$ cat src/hdl/dtcu_pkg.sv
// Purpose: Constants and types of the timer unit
// Assumes: mclk is the oscillator clock itself
// Notes:   Addresses, bit positions, reset values, timing
package dtcu_pkg;

  // Special function register addresses
  localparam logic [7:0] ADDR_CTRL_STATUS = 8'h88;
  localparam logic [7:0] ADDR_MODE_SEL    = 8'h89;
  localparam logic [7:0] ADDR_T0_LOW      = 8'h8a;
  localparam logic [7:0] ADDR_T1_LOW      = 8'h8b;
  localparam logic [7:0] ADDR_T0_HIGH     = 8'h8c;
  localparam logic [7:0] ADDR_T1_HIGH     = 8'h8d;

  // Values after reset
  localparam logic [7:0] CTRL_STATUS_RST = 8'h00;
  localparam logic [7:0] MODE_SEL_RST    = 8'h00;
  localparam logic [7:0] COUNT_RST       = 8'h00;
  localparam logic [7:0] RDATA_RST       = 8'h00;

  // Control/status bit positions
  localparam int CS_T1_OVF  = 7;
  localparam int CS_T1_RUN  = 6;
  localparam int CS_T0_OVF  = 5;
  localparam int CS_T0_RUN  = 4;
  localparam int CS_X1_EDGE = 3;
  localparam int CS_X1_TYPE = 2;
  localparam int CS_X0_EDGE = 1;
  localparam int CS_X0_TYPE = 0;

  // Mode select layout: one nibble per timer
  localparam int MS_T1_LSB  = 4;
  localparam int MS_T0_LSB  = 0;
  localparam int MS_GATE    = 3;
  localparam int MS_COUNTER = 2;
  localparam int MS_MODE_HI = 1;
  localparam int MS_MODE_LO = 0;

  // Sampled pin indices
  localparam int PIN_CNT0 = 0;
  localparam int PIN_CNT1 = 1;
  localparam int PIN_IRQ0 = 2;
  localparam int PIN_IRQ1 = 3;
  localparam int PIN_NUM  = 4;

  // Machine cycle: twelve oscillator periods
  localparam int               MC_OSC_PERIODS = 12;
  localparam int               MCLK_PER_OSC   = 1;
  localparam int               CLK_PER_MC     = MC_OSC_PERIODS * MCLK_PER_OSC;
  localparam int               MC_CNT_W       = 4;
  localparam logic [MC_CNT_W-1:0] MC_CNT_RST  = 4'h0;
  localparam logic [MC_CNT_W-1:0] MC_CNT_LAST = MC_CNT_W'(CLK_PER_MC - 1);

  // Thirteen-bit mode prescaler
  localparam logic [4:0] PRESCALE_MAX = 5'h1f;

  typedef enum logic [1:0] {
    DTCU_MODE_13BIT,
    DTCU_MODE_16BIT,
    DTCU_MODE_RELOAD,
    DTCU_MODE_SPLIT
  } dtcu_mode_t;

endpackage

$ cat src/hdl/dtcu_pin_sampler.sv
// Purpose: Synchronise pins, sample once per machine cycle
// Assumes: mc_tick pulses once per machine cycle
// Notes:   fall_out holds one machine cycle
`timescale 1ns/1ps
`default_nettype none
module dtcu_pin_sampler #(
  parameter int WIDTH = 4
) (
  // Clock, reset, enable
  input  wire logic             mclk,
  input  wire logic             rst,
  input  wire logic             ce,
  // Machine cycle strobe
  input  wire logic             mc_tick,
  // Pins
  input  wire logic [WIDTH-1:0] pin_in,
  // Sampled results
  output logic      [WIDTH-1:0] level_out,
  output logic      [WIDTH-1:0] fall_out
);

  genvar i;
  generate
    for (i = 0; i < WIDTH; i++) begin : g_pin
      logic sync_a;
      logic sync_b;
      logic samp;
      logic fall;
      logic next_samp;
      logic next_fall;

      always_comb begin
        next_samp = samp;
        next_fall = fall;
        if (mc_tick) begin
          next_samp = sync_b;
          next_fall = samp & ~sync_b;
        end
      end

      always_ff @(posedge mclk or posedge rst) begin
        if (rst) begin
          sync_a <= 1'b1;
          sync_b <= 1'b1;
          samp   <= 1'b1;
          fall   <= 1'b0;
        end else if (ce) begin
          sync_a <= pin_in[i];
          sync_b <= sync_a;
          samp   <= next_samp;
          fall   <= next_fall;
        end
      end

      assign level_out[i] = sync_b;
      assign fall_out[i]  = fall;
    end
  endgenerate

endmodule // dtcu_pin_sampler
`default_nettype wire

$ cat src/hdl/dtcu_timer_unit.sv
// Purpose: Two 16-bit timer/counters and their registers
// Assumes: Register port on the same clock
// Notes:   Reads return one clock after sfr_rd; writes win over counting
//
// Function
// Timer function counts once per twelve oscillator periods
// Counter function counts sampled high-then-low pairs
// Counted edge appears in the register next cycle
// Edge counting limited to one twenty-fourth oscillator
// Outside source holds each level one machine cycle
// Function bit picks internal clock or count pin
// Mode zero is thirteen bits with five-bit prescaler
// Rollover to zero sets that timer's overflow flag
// Run bit, gated by interrupt pin when gate set
// Setting run bit leaves the count untouched
// Mode one cascades both bytes into sixteen bits
// Mode two reloads low byte from high byte
// Timer one in mode three holds its count
// Timer zero mode three splits into two counters
// Timer one still runs, overflows without its flag
// Overflow flags cleared when processor vectors
// Edge flags set on selected trigger, cleared when serviced
// Type bit picks falling edge or low level
// Mode register: timer one high nibble, zero low
// Timer zero code three splits instead of stopping
// Count pins synchronised before falling-edge detection
`timescale 1ns/1ps
`default_nettype none
module dtcu_timer_unit (
  // Clock, reset, enable
  input  wire logic       mclk,
  input  wire logic       rst,
  input  wire logic       ce,
  // Special function register port
  input  wire logic [7:0] sfr_addr,
  input  wire logic       sfr_wr,
  input  wire logic       sfr_rd,
  input  wire logic [7:0] sfr_wdata,
  output logic      [7:0] sfr_rdata,
  // Outside pins
  input  wire logic       count_pin_zero,
  input  wire logic       count_pin_one,
  input  wire logic       ext_irq_zero_pin,
  input  wire logic       ext_irq_one_pin,
  // Interrupt vector acknowledges from the core
  input  wire logic       ack_timer_zero,
  input  wire logic       ack_timer_one,
  input  wire logic       ack_ext_irq_zero,
  input  wire logic       ack_ext_irq_one,
  // Flags and overflow strobe
  output logic            timer_zero_overflow_flag,
  output logic            timer_one_overflow_flag,
  output logic            ext_irq_zero_edge_flag,
  output logic            ext_irq_one_edge_flag,
  output logic            timer_one_overflow_pulse
);

  // Machine cycle prescaler
  logic [dtcu_pkg::MC_CNT_W-1:0] mc_cnt;
  logic [dtcu_pkg::MC_CNT_W-1:0] next_mc_cnt;
  logic                          mc_tick;

  // Registers and their next values
  logic [7:0] timer_control_status;
  logic [7:0] timer_mode_select;
  logic [7:0] timer_zero_low_byte;
  logic [7:0] timer_zero_high_byte;
  logic [7:0] timer_one_low_byte;
  logic [7:0] timer_one_high_byte;
  logic [7:0] next_control_status;
  logic [7:0] next_mode_select;
  logic [7:0] next_t0_low;
  logic [7:0] next_t0_high;
  logic [7:0] next_t1_low;
  logic [7:0] next_t1_high;
  logic       next_t1_pulse;
  logic [7:0] next_rdata;

  // Raw pin vector and sampled pins
  logic [dtcu_pkg::PIN_NUM-1:0] pin_vec;
  logic [dtcu_pkg::PIN_NUM-1:0] pin_level;
  logic [dtcu_pkg::PIN_NUM-1:0] pin_fall;

  // Decoded controls
  logic [3:0]           t0_ctl;
  logic [3:0]           t1_ctl;
  dtcu_pkg::dtcu_mode_t t0_mode;
  dtcu_pkg::dtcu_mode_t t1_mode;
  logic                 t0_enable;
  logic                 t1_enable;
  logic                 t0_inc;
  logic                 t1_inc;
  logic                 t0_high_inc;
  logic                 t0_ovf;
  logic                 t0_high_ovf;
  logic                 t1_ovf;
  logic                 t0_set;
  logic                 t1_set;
  logic                 x0_set;
  logic                 x1_set;
  logic [4:0]           t0_pre;
  logic [4:0]           t1_pre;

  assign pin_vec = {ext_irq_one_pin, ext_irq_zero_pin, count_pin_one, count_pin_zero};

  dtcu_pin_sampler #(
    .WIDTH (dtcu_pkg::PIN_NUM)
  ) u_sampler (
    .mclk      (mclk),
    .rst       (rst),
    .ce        (ce),
    .mc_tick   (mc_tick),
    .pin_in    (pin_vec),
    .level_out (pin_level),
    .fall_out  (pin_fall)
  );

  // One tick in every twelve clocks
  assign mc_tick = (mc_cnt == dtcu_pkg::MC_CNT_LAST);

  always_comb begin
    if (mc_tick) begin
      next_mc_cnt = dtcu_pkg::MC_CNT_RST;
    end else begin
      next_mc_cnt = mc_cnt + 4'h1;
    end
  end

  always_ff @(posedge mclk or posedge rst) begin
    if (rst) begin
      mc_cnt <= dtcu_pkg::MC_CNT_RST;
    end else if (ce) begin
      mc_cnt <= next_mc_cnt;
    end
  end

  // Control decode
  assign t1_ctl  = timer_mode_select[dtcu_pkg::MS_T1_LSB +: 4];
  assign t0_ctl  = timer_mode_select[dtcu_pkg::MS_T0_LSB +: 4];
  assign t0_mode = dtcu_pkg::dtcu_mode_t'(t0_ctl[dtcu_pkg::MS_MODE_HI:dtcu_pkg::MS_MODE_LO]);
  assign t1_mode = dtcu_pkg::dtcu_mode_t'(t1_ctl[dtcu_pkg::MS_MODE_HI:dtcu_pkg::MS_MODE_LO]);

  // Run bit, gated by the pin level
  assign t0_enable = timer_control_status[dtcu_pkg::CS_T0_RUN]
                   & (~t0_ctl[dtcu_pkg::MS_GATE] | pin_level[dtcu_pkg::PIN_IRQ0]);
  assign t1_enable = timer_control_status[dtcu_pkg::CS_T1_RUN]
                   & (~t1_ctl[dtcu_pkg::MS_GATE] | pin_level[dtcu_pkg::PIN_IRQ1]);

  // Tick, or an edge caught in the last machine cycle
  assign t0_inc = mc_tick & t0_enable
                & (t0_ctl[dtcu_pkg::MS_COUNTER] ? pin_fall[dtcu_pkg::PIN_CNT0] : 1'b1);
  assign t1_inc = mc_tick & t1_enable & (t1_mode != dtcu_pkg::DTCU_MODE_SPLIT)
                & (t1_ctl[dtcu_pkg::MS_COUNTER] ? pin_fall[dtcu_pkg::PIN_CNT1] : 1'b1);

  // Split high byte: ticks only, under timer one's run bit
  assign t0_high_inc = mc_tick & (t0_mode == dtcu_pkg::DTCU_MODE_SPLIT)
                     & timer_control_status[dtcu_pkg::CS_T1_RUN];

  assign t0_pre = timer_zero_low_byte[4:0];
  assign t1_pre = timer_one_low_byte[4:0];

  // Counter datapath
  always_comb begin
    next_t0_low  = timer_zero_low_byte;
    next_t0_high = timer_zero_high_byte;
    next_t1_low  = timer_one_low_byte;
    next_t1_high = timer_one_high_byte;
    t0_ovf       = 1'b0;
    t0_high_ovf  = 1'b0;
    t1_ovf       = 1'b0;

    case (t0_mode)
      dtcu_pkg::DTCU_MODE_13BIT: begin
        if (t0_inc) begin
          // Low-byte bits 7:5 untouched
          next_t0_low[4:0] = t0_pre + 5'h01;
          if (t0_pre == dtcu_pkg::PRESCALE_MAX) begin
            next_t0_high = timer_zero_high_byte + 8'h01;
            t0_ovf       = (timer_zero_high_byte == 8'hff);
          end
        end
      end
      dtcu_pkg::DTCU_MODE_16BIT: begin
        if (t0_inc) begin
          {next_t0_high, next_t0_low} = {timer_zero_high_byte, timer_zero_low_byte} + 16'h0001;
          t0_ovf = ({timer_zero_high_byte, timer_zero_low_byte} == 16'hffff);
        end
      end
      dtcu_pkg::DTCU_MODE_RELOAD: begin
        if (t0_inc) begin
          if (timer_zero_low_byte == 8'hff) begin
            next_t0_low = timer_zero_high_byte;
            t0_ovf      = 1'b1;
          end else begin
            next_t0_low = timer_zero_low_byte + 8'h01;
          end
        end
      end
      dtcu_pkg::DTCU_MODE_SPLIT: begin
        if (t0_inc) begin
          next_t0_low = timer_zero_low_byte + 8'h01;
          t0_ovf      = (timer_zero_low_byte == 8'hff);
        end
        if (t0_high_inc) begin
          next_t0_high = timer_zero_high_byte + 8'h01;
          t0_high_ovf  = (timer_zero_high_byte == 8'hff);
        end
      end
      default: begin
        next_t0_low = timer_zero_low_byte;
      end
    endcase

    case (t1_mode)
      dtcu_pkg::DTCU_MODE_13BIT: begin
        if (t1_inc) begin
          next_t1_low[4:0] = t1_pre + 5'h01;
          if (t1_pre == dtcu_pkg::PRESCALE_MAX) begin
            next_t1_high = timer_one_high_byte + 8'h01;
            t1_ovf       = (timer_one_high_byte == 8'hff);
          end
        end
      end
      dtcu_pkg::DTCU_MODE_16BIT: begin
        if (t1_inc) begin
          {next_t1_high, next_t1_low} = {timer_one_high_byte, timer_one_low_byte} + 16'h0001;
          t1_ovf = ({timer_one_high_byte, timer_one_low_byte} == 16'hffff);
        end
      end
      dtcu_pkg::DTCU_MODE_RELOAD: begin
        if (t1_inc) begin
          if (timer_one_low_byte == 8'hff) begin
            next_t1_low = timer_one_high_byte;
            t1_ovf      = 1'b1;
          end else begin
            next_t1_low = timer_one_low_byte + 8'h01;
          end
        end
      end
      default: begin
        // Mode three holds the count
        next_t1_low = timer_one_low_byte;
      end
    endcase

    // Software writes beat counting
    if (sfr_wr) begin
      case (sfr_addr)
        dtcu_pkg::ADDR_T0_LOW:  next_t0_low  = sfr_wdata;
        dtcu_pkg::ADDR_T0_HIGH: next_t0_high = sfr_wdata;
        dtcu_pkg::ADDR_T1_LOW:  next_t1_low  = sfr_wdata;
        dtcu_pkg::ADDR_T1_HIGH: next_t1_high = sfr_wdata;
        default: begin
          next_t0_low = next_t0_low;
        end
      endcase
    end
  end

  // Flag set conditions
  assign t0_set = t0_ovf;
  // Split high byte takes timer one's flag
  assign t1_set = (t0_mode == dtcu_pkg::DTCU_MODE_SPLIT) ? t0_high_ovf : t1_ovf;
  assign x0_set = timer_control_status[dtcu_pkg::CS_X0_TYPE]
                ? (mc_tick & pin_fall[dtcu_pkg::PIN_IRQ0])
                : (mc_tick & ~pin_level[dtcu_pkg::PIN_IRQ0]);
  assign x1_set = timer_control_status[dtcu_pkg::CS_X1_TYPE]
                ? (mc_tick & pin_fall[dtcu_pkg::PIN_IRQ1])
                : (mc_tick & ~pin_level[dtcu_pkg::PIN_IRQ1]);

  // Status, mode, read data, pulse
  always_comb begin
    next_control_status = timer_control_status;
    next_mode_select    = timer_mode_select;
    next_rdata          = sfr_rdata;
    next_t1_pulse       = t1_ovf;

    // Vector clears; a same-cycle set wins below
    if (ack_timer_zero) begin
      next_control_status[dtcu_pkg::CS_T0_OVF] = 1'b0;
    end
    if (ack_timer_one) begin
      next_control_status[dtcu_pkg::CS_T1_OVF] = 1'b0;
    end
    if (ack_ext_irq_zero) begin
      next_control_status[dtcu_pkg::CS_X0_EDGE] = 1'b0;
    end
    if (ack_ext_irq_one) begin
      next_control_status[dtcu_pkg::CS_X1_EDGE] = 1'b0;
    end

    // Run bit writes touch no count register
    if (sfr_wr && (sfr_addr == dtcu_pkg::ADDR_CTRL_STATUS)) begin
      next_control_status = sfr_wdata;
    end
    if (sfr_wr && (sfr_addr == dtcu_pkg::ADDR_MODE_SEL)) begin
      next_mode_select = sfr_wdata;
    end

    if (t0_set) begin
      next_control_status[dtcu_pkg::CS_T0_OVF] = 1'b1;
    end
    if (t1_set) begin
      next_control_status[dtcu_pkg::CS_T1_OVF] = 1'b1;
    end
    if (x0_set) begin
      next_control_status[dtcu_pkg::CS_X0_EDGE] = 1'b1;
    end
    if (x1_set) begin
      next_control_status[dtcu_pkg::CS_X1_EDGE] = 1'b1;
    end

    if (sfr_rd) begin
      case (sfr_addr)
        dtcu_pkg::ADDR_CTRL_STATUS: next_rdata = timer_control_status;
        dtcu_pkg::ADDR_MODE_SEL:    next_rdata = timer_mode_select;
        dtcu_pkg::ADDR_T0_LOW:      next_rdata = timer_zero_low_byte;
        dtcu_pkg::ADDR_T0_HIGH:     next_rdata = timer_zero_high_byte;
        dtcu_pkg::ADDR_T1_LOW:      next_rdata = timer_one_low_byte;
        dtcu_pkg::ADDR_T1_HIGH:     next_rdata = timer_one_high_byte;
        default:                    next_rdata = 8'h00;
      endcase
    end
  end

  always_ff @(posedge mclk or posedge rst) begin
    if (rst) begin
      timer_control_status     <= dtcu_pkg::CTRL_STATUS_RST;
      timer_mode_select        <= dtcu_pkg::MODE_SEL_RST;
      timer_zero_low_byte      <= dtcu_pkg::COUNT_RST;
      timer_zero_high_byte     <= dtcu_pkg::COUNT_RST;
      timer_one_low_byte       <= dtcu_pkg::COUNT_RST;
      timer_one_high_byte      <= dtcu_pkg::COUNT_RST;
      sfr_rdata                <= dtcu_pkg::RDATA_RST;
      timer_one_overflow_pulse <= 1'b0;
    end else if (ce) begin
      timer_control_status     <= next_control_status;
      timer_mode_select        <= next_mode_select;
      timer_zero_low_byte      <= next_t0_low;
      timer_zero_high_byte     <= next_t0_high;
      timer_one_low_byte       <= next_t1_low;
      timer_one_high_byte      <= next_t1_high;
      sfr_rdata                <= next_rdata;
      timer_one_overflow_pulse <= next_t1_pulse;
    end
  end

  // Flags are status register bits
  assign timer_zero_overflow_flag = timer_control_status[dtcu_pkg::CS_T0_OVF];
  assign timer_one_overflow_flag  = timer_control_status[dtcu_pkg::CS_T1_OVF];
  assign ext_irq_zero_edge_flag   = timer_control_status[dtcu_pkg::CS_X0_EDGE];
  assign ext_irq_one_edge_flag    = timer_control_status[dtcu_pkg::CS_X1_EDGE];

endmodule // dtcu_timer_unit
`default_nettype wire

$ cat config.mk
export PLATFORM = sky130hd
export DESIGN_NAME = dtcu_timer_unit
export DESIGN_NICKNAME = d
export VERILOG_FILES = /design/src/hdl/dtcu_pkg.sv /design/src/hdl/dtcu_pin_sampler.sv /design/src/hdl/dtcu_timer_unit.sv
export SDC_FILE = /design/constraint.sdc
export NUM_CORES = 1
export LEC_CHECK = 0
export ABC_AREA = 1
export BUFFER_PORTS_ARGS = -buffer_cell sky130_fd_sc_hd__buf_2
export CORE_ASPECT_RATIO = 1.25
export CORE_MARGIN = 5
export CORE_UTILIZATION = 40
export CTS_BUF_LIST = sky130_fd_sc_hd__clkbuf_4
export DETAILED_ROUTE_END_ITERATION = 6
export PLACE_DENSITY = 0.62
export SLEW_MARGIN = 20
export SYNTH_ARGS = -nofsm -noshare
export SYNTH_HDL_FRONTEND = slang
export SYNTH_SLANG_ARGS = --single-unit
$ cat constraint.sdc
create_clock -name mclk -period 3.6 [get_ports mclk]
set_input_delay 0.18 -clock mclk [delete_from_list [all_inputs] [get_ports mclk]]
set_output_delay 0.18 -clock mclk [all_outputs]
set_load 0.1 [all_outputs]
Yosys cells after proc, flatten, opt, wreduce, memory -nomap -nowiden

Index checks and enable logic that the tools add are counted.

Add/sub/neg operators: 9
Reduce and logical (&&, ||, !) cells: 16
Multiplexer cells: 60
Bitwise gates (word level): 25
Eq/ne operators: 21

Operators by type and width:

| operator                                                              | count |
|---|---|
| 8-bit 2-to-1 mux                                                      | 23 |
| 8-bit equality test, second input constant                            | 10 |
| 8-bit one-hot mux with 6 select lines                                 | 1 |
| 16-bit by 1-bit adder with 16-bit output, second input constant       | 2 |
| 8-bit by 1-bit adder with 8-bit output, second input constant         | 4 |
| 16-bit equality test, second input constant                           | 2 |
| 1-bit 2-to-1 mux                                                      | 25 |
| 8-bit one-hot mux with 3 select lines                                 | 1 |
| 5-bit one-hot mux with 4 select lines                                 | 1 |
| 1-bit AND                                                             | 17 |
| 8-bit one-hot mux with 2 select lines                                 | 1 |
| 2-bit AND reduction                                                   | 8 |
| 5-bit one-hot mux with 3 select lines                                 | 1 |
| 3-bit nonzero test                                                    | 4 |
| 5-bit by 1-bit adder with 5-bit output, second input constant         | 2 |
| 5-bit equality test, second input constant                            | 2 |
| 5-bit 2-to-1 mux                                                      | 2 |
| 3-bit one-hot mux with 3 select lines                                 | 1 |
| 2-bit equality test, second input constant                            | 3 |
| 1-bit inverter                                                        | 6 |
| 3-bit one-hot mux with 2 select lines                                 | 1 |
| 4-bit by 1-bit adder with 4-bit output, second input constant         | 1 |
| 2-bit by 1-bit equality test with 1-bit output, second input constant | 2 |
| 4-bit equality test, second input constant                            | 1 |
| 7 further kinds                                                       | 10 |

Flip-flop bits (word level): 77
Logic and storage cells: 160
Input port bits: 29
Output and inout port bits: 13

Logic depth before layout (Yosys ltp)

Depth after elaboration: 11
Gate-level depth with buffers: 14
Gate-level depth less buffers: 14

Hierarchy

From an unflattened synthesis, not the netlist that was laid out.

Cell total of the unflattened synthesis: 1,051
Area total of the unflattened synthesis: 6,426.2 µm²

By module, submodules not included:

| module           | cells each | seq. area each (µm²) | area each (µm²) | times used |
|---|---|---|---|---|
| dtcu_timer_unit  | 970        | 1,526.5              | 5,695.5         | 1 |
| dtcu_pin_sampler | 81         | 415.4                | 730.7           | 1 |

Worst setup path before layout

No wires, ideal clock.

Path kind: reg2reg
Start: reg timer_one_low_byte[0]
End: reg timer_one_high_byte[6]
Required time: 3,483 ps
Period minus slack after synthesis: 1,939 ps
Setup slack: 1,661 ps
Data arrival time: 1,823 ps
Cell stages (with the launch flop): 13
Buffers on the path: 1
Setup time: 117 ps
Cells stage by stage: dfrtp_1 -> ha_1 -> nand2_1 -> nor2_2 -> ha_1 -> clkbuf_1 -> nand3_1 -> nor2_1 -> nand3_1 -> nand3_1 -> nand3_1 -> nand2_1 -> nand2_1

Word-level cells in the longest chain between the ends: 6
Elaborated cells on any way between the ends: 8
Those cells by class: add/sub: 1; eq/ne: 1; mux: 6

Ends and longest elaborated chain:

| what                                                                                             | line                   | RTL |
|---|---|---|
| start: declaration                                                                               | dtcu_timer_unit.sv:68  | `logic [7:0] timer_one_low_byte;` |
| start signal: assignment                                                                         | dtcu_timer_unit.sv:332 | `timer_one_low_byte <= dtcu_pkg::COUNT_RST;` |
| start signal: assignment                                                                         | dtcu_timer_unit.sv:341 | `timer_one_low_byte <= next_t1_low;` |
| parallel branches: the longest is 3 deep, another holds 16-bit by 1-bit adder with 16-bit output | --                     |  |
| 8-bit one-hot mux with 2 select lines *                                                          | dtcu_timer_unit.sv:214 | `case (t1_mode)` |
| 8-bit 2-to-1 mux                                                                                 | dtcu_timer_unit.sv:248 | `case (sfr_addr)` |
| 8-bit 2-to-1 mux *                                                                               | dtcu_timer_unit.sv:247 | `if (sfr_wr) begin` |
| end signal: assignment                                                                           | dtcu_timer_unit.sv:333 | `timer_one_high_byte <= dtcu_pkg::COUNT_RST;` |
| end signal: assignment                                                                           | dtcu_timer_unit.sv:342 | `timer_one_high_byte <= next_t1_high;` |
| end: declaration                                                                                 | dtcu_timer_unit.sv:69  | `logic [7:0] timer_one_high_byte;` |

Every way passes the cells marked *.
A chain may end at the register's enable or synchronous reset.

Final worst setup path

Start: reg timer_mode_select[4]
End: reg timer_one_low_byte[4]

Word-level cells in the longest chain between the ends: 7
Elaborated cells on any way between the ends: 12
Those cells by class: eq/ne: 3; mux: 6; bitwise: 2; reduce/logical: 1

Ends and longest elaborated chain:

| what                                           | line                   | RTL |
|---|---|---|
| start: declaration                             | dtcu_timer_unit.sv:65  | `logic [7:0] timer_mode_select;` |
| start signal: assignment                       | dtcu_timer_unit.sv:329 | `timer_mode_select <= dtcu_pkg::MODE_SEL_RST;` |
| start signal: assignment                       | dtcu_timer_unit.sv:338 | `timer_mode_select <= next_mode_select;` |
| 2-bit inequality test                          | dtcu_timer_unit.sv:152 | `assign t1_inc = mc_tick & t1_enable & (t1_mode != dtcu_pkg::DTCU_MODE_SPLIT)` |
| 1-bit AND                                      | dtcu_timer_unit.sv:152 |  |
| 1-bit AND                                      | dtcu_timer_unit.sv:153 | `& (t1_ctl[dtcu_pkg::MS_COUNTER] ? pin_fall[dtcu_pkg::PIN_CNT1] : 1'b1);` |
| 8-bit 2-to-1 mux, or another cell as far along | dtcu_timer_unit.sv:231 | `if (t1_inc) begin` |
| 5-bit one-hot mux with 3 select lines *        | dtcu_timer_unit.sv:214 |  |
| 8-bit 2-to-1 mux                               | dtcu_timer_unit.sv:248 |  |
| 8-bit 2-to-1 mux *                             | dtcu_timer_unit.sv:247 |  |

Mark *: on every way between the ends. The rest lies on a longest branch, timed or not.

==> results.toml <==
[routing]
wl_um = 21800
drt_iter0_drc = 659
drt_first_pass_iters = 6
wl_per_cell_um = 17.8
drtAntennaViolNets = 0
avgViaCountPerCell = 5.52
vias = 6744
drcViolationCount = 0

[pwr]
p_clk_share_pct = 19.5
switching_share_pct = 45.1
seq_power_share_pct = 47.8
power_mw = 2.69
powerDensity_mw_per_mm2 = 406
power_switching_mw = 1.21
pwr-share-comb_pct = 32.8
ir_drop_mv = 0.198
leakage_nw = 3.32
intPower_mw = 1.48

[critical_path]
crit_fanout = 18
path_class = "reg2reg"
max_stage_delay_ns = 0.46
crit_path_frequent_cell = "nand2_1"
cp_cell_sequence = "ha_1, inv_1, nand2_1, nor2_1, nand2_1, or2_2, nand2_1, nand2_1, nand2_1, nand2_1, nand2_1, nand2_1"
crit_slowest_cell = "dfrtp_1"
worst_ep_required_time_ns = 4.00
critical_path_arrival_ns = 2.80
cp-end-kind = "flip-flop"
startpoint_type = "flip-flop"

[run]
cap_violations = 0

[global_routing]
grt_pass1_wl_um = 34200
antenna_found_initial = 1
grt_max_degree = 48
grt_pass1_vias = 6489
grt_overflow_total = 0
grt_usage_pct = 24.6

[layout]
post-route-util_pct = 44.2
area_growth_pct = 8.79
layout-drive-gt1-share_pct = 9.43
postLayoutCellArea_mm2 = 0.00661
nFillCells = 1661
final_nets = 1074

[yosys]
synth_warnings = 0
ys_types = 37
synthCells = 998
yosysSeqAreaShare_pct = 31.9
syn_avg_cell_area_um2 = 6.09
synth_nets = 1038
synth_seq_cells = 77
syn_area_mm2 = 0.00608

[cts]
cts_tree = "yes"
htree_levels = 3
cts_buffers = 9
cts.path.max_buffers = 2
clkSinkCount = 77
clockRootBuffer = "clkbuf_4"
clkTransAtPathRegs_ns = 0.16
post_cts_buffers = 0
clk_latency_ns = 0.48

[timing]
post-route-period-util_pct = 66.7
hold_ws_ns = 0.0324
final-hold-violation-count = 0
tns_ns = 0
maxSlewHeadroom_pct = 42.1
finalSetupViolations = 0
period_needed_ns = 2.40
worst_pin_slew_ns = 0.867
max_freq_mhz = 416
finalClockSkew_ns = 0.0280
drv_slew = 0
rsz0062_at_grt = "no"

[floorplan]
start_util_pct = 40.7
io_pins = 42
die_h_um = 148
dieArea_mm2 = 0.0178
core_area_mm2 = 0.0150
row_count = 50
die_w_um = 120

[place]
placed_cell_area_mm2 = 0.00643
hpwl_um = 16300
gp_congestion = 0.967
numPortBuffers = 41

[min_path]
hold_class = "in2reg"

[run_status]
outcome = "finished, final reports clean"
==> worst max-delay path, delay by kind of cell, from the launching register on <==
family	cells	cell delay [ns]
buf+inv	1	0.16
simple gates	10	1.41
fa+ha+maj	1	0.30
flops	1	0.46
==> per-stage QoR <==
step	setup WS, ns	std cells
CTS	1.23	1221
detailed placement	1.24	1199
global placement	1.22	1199
floorplan	1.47	998
finish	1.20	1222
global route	0.961	1222
==> placed cells by master (no fill, tap or decap), types with 3 or more instances in the layout <==
cell             n
nor3_1           5
nand2_2          3
inv_6            3
nor2_2           6
o22ai_1         11
buf_4            4
nand4_1         20
dlygate4sd3_1    6
inv_1          118
a21oi_1         51
nand2_1        364
nand3_1         82
inv_2            8
a22o_1           3
dfrtp_1         65
ha_1            11
nor2_1          84
dfstp_2         12
nand3b_1         5
clkbuf_4         9
o21ai_1          6
buf_2           41
o211ai_1         7
xor2_1           7
o21ai_0         85
==> routing by layer <==
metal / routed length [µm] / track usage (%) / up-vias / part of all wire, %
li1: - / - / 3281 / -
met1: 8810 / 29.4 / 3129 / 40
met2: 10700 / 42.0 / 264 / 49
met3: 1160 / 3.64 / 70 / 5.3
met4: 1130 / 13.9 / 0 / 5.2
met5: 0 / 0 / - / 0
==> worst paths after layout <==
kind,endpoint,cells after the start,slack [ns],startpoint
min,timer_control_status[1],4,0.03,ack_ext_irq_zero
max reg2reg,timer_one_low_byte[4],12,1.20,timer_mode_select[4]
max,timer_one_low_byte[4],12,1.20,timer_mode_select[4]
min in group asynchronous,timer_zero_high_byte[5],3,0.38,rst
min reg2reg,u_sampler.g_pin[2].sync_a,2,0.47,u_sampler.g_pin[2].sync_a
max in group asynchronous,timer_zero_low_byte[0],4,2.26,rst
==> power by group through the flow <==
stage / logic, mW / clock network, mW / registers [mW]
floorplan: 0.594 / 0 / 1.28
global placement: 0.868 / 0 / 1.29
detailed placement: 0.869 / 0 / 1.29
CTS: 0.878 / 0.542 / 1.27
global route: 0.998 / 0.567 / 1.31
finish: 0.881 / 0.523 / 1.28
==> layout make-up <==
cell class              count  area, µm²  share of cell area (%)
diodes                      1       2.50                  0.0378
clock buffers               9       67.6                    1.02
clock inverters             7       55.1                   0.833
inverters                 128        482                    7.28
multi-input cells         767       3540                    53.5
flip-flops and latches     77       1940                    29.4
well taps                 182        228                    3.44
repair buffers             51        295                    4.47
==> cells in the mapped netlist (all sizes together) <==
library cell	count	share of area, %
o21a	1	0.12
clkinv	1	0.062
a211oi	2	0.25
buf	12	1.0
xnor2	1	0.14
clkbuf	14	0.86
nand3b	5	0.62
a22oi	1	0.12
o211ai	7	0.86
a22o	3	0.43
dfrtp	65	27
nor4	1	0.10
nand3	84	7.1
nor3	6	0.68
o21ai	91	7.5
nor2	92	6.2
a21boi	1	0.12
xor2	7	1.0
or2	2	0.21
inv	127	7.8
and2	1	0.10
dfstp	12	5.2
ha	11	2.3
nand2	367	23
o221ai	2	0.29
a21oi	51	4.2
o22ai	11	1.1
nand4	20	2.1
==> registers in the layout, summed over array words and instances (netlist names) <==
register and flops:
mc_cnt 4, sfr_rdata 8, timer_control_status 8, timer_mode_select 8, timer_one_high_byte 8, timer_one_low_byte 8, timer_one_overflow_pulse 1, timer_zero_high_byte 8
timer_zero_low_byte 8, u_sampler.g_pin.fall 4, u_sampler.g_pin.samp 4, u_sampler.g_pin.sync_a 4, u_sampler.g_pin.sync_b 4
==> repair_timing <==
item                                   4_1_cts  5_1_grt
hold buffers                                 6        0
endpoints found under the hold margin       39        0
resized for setup                            0        0
==> cells by family after synthesis <==
group / Yosys count / synth area share [%]
flops: 77 / 31.9
buf+inv: 154 / 9.80
xor+xnor: 8 / 1.15
fa+ha+maj: 11 / 2.26
simple gates: 578 / 39.8
compound gates: 170 / 15.0
Note: power is estimated with default switching activity, not from simulation.
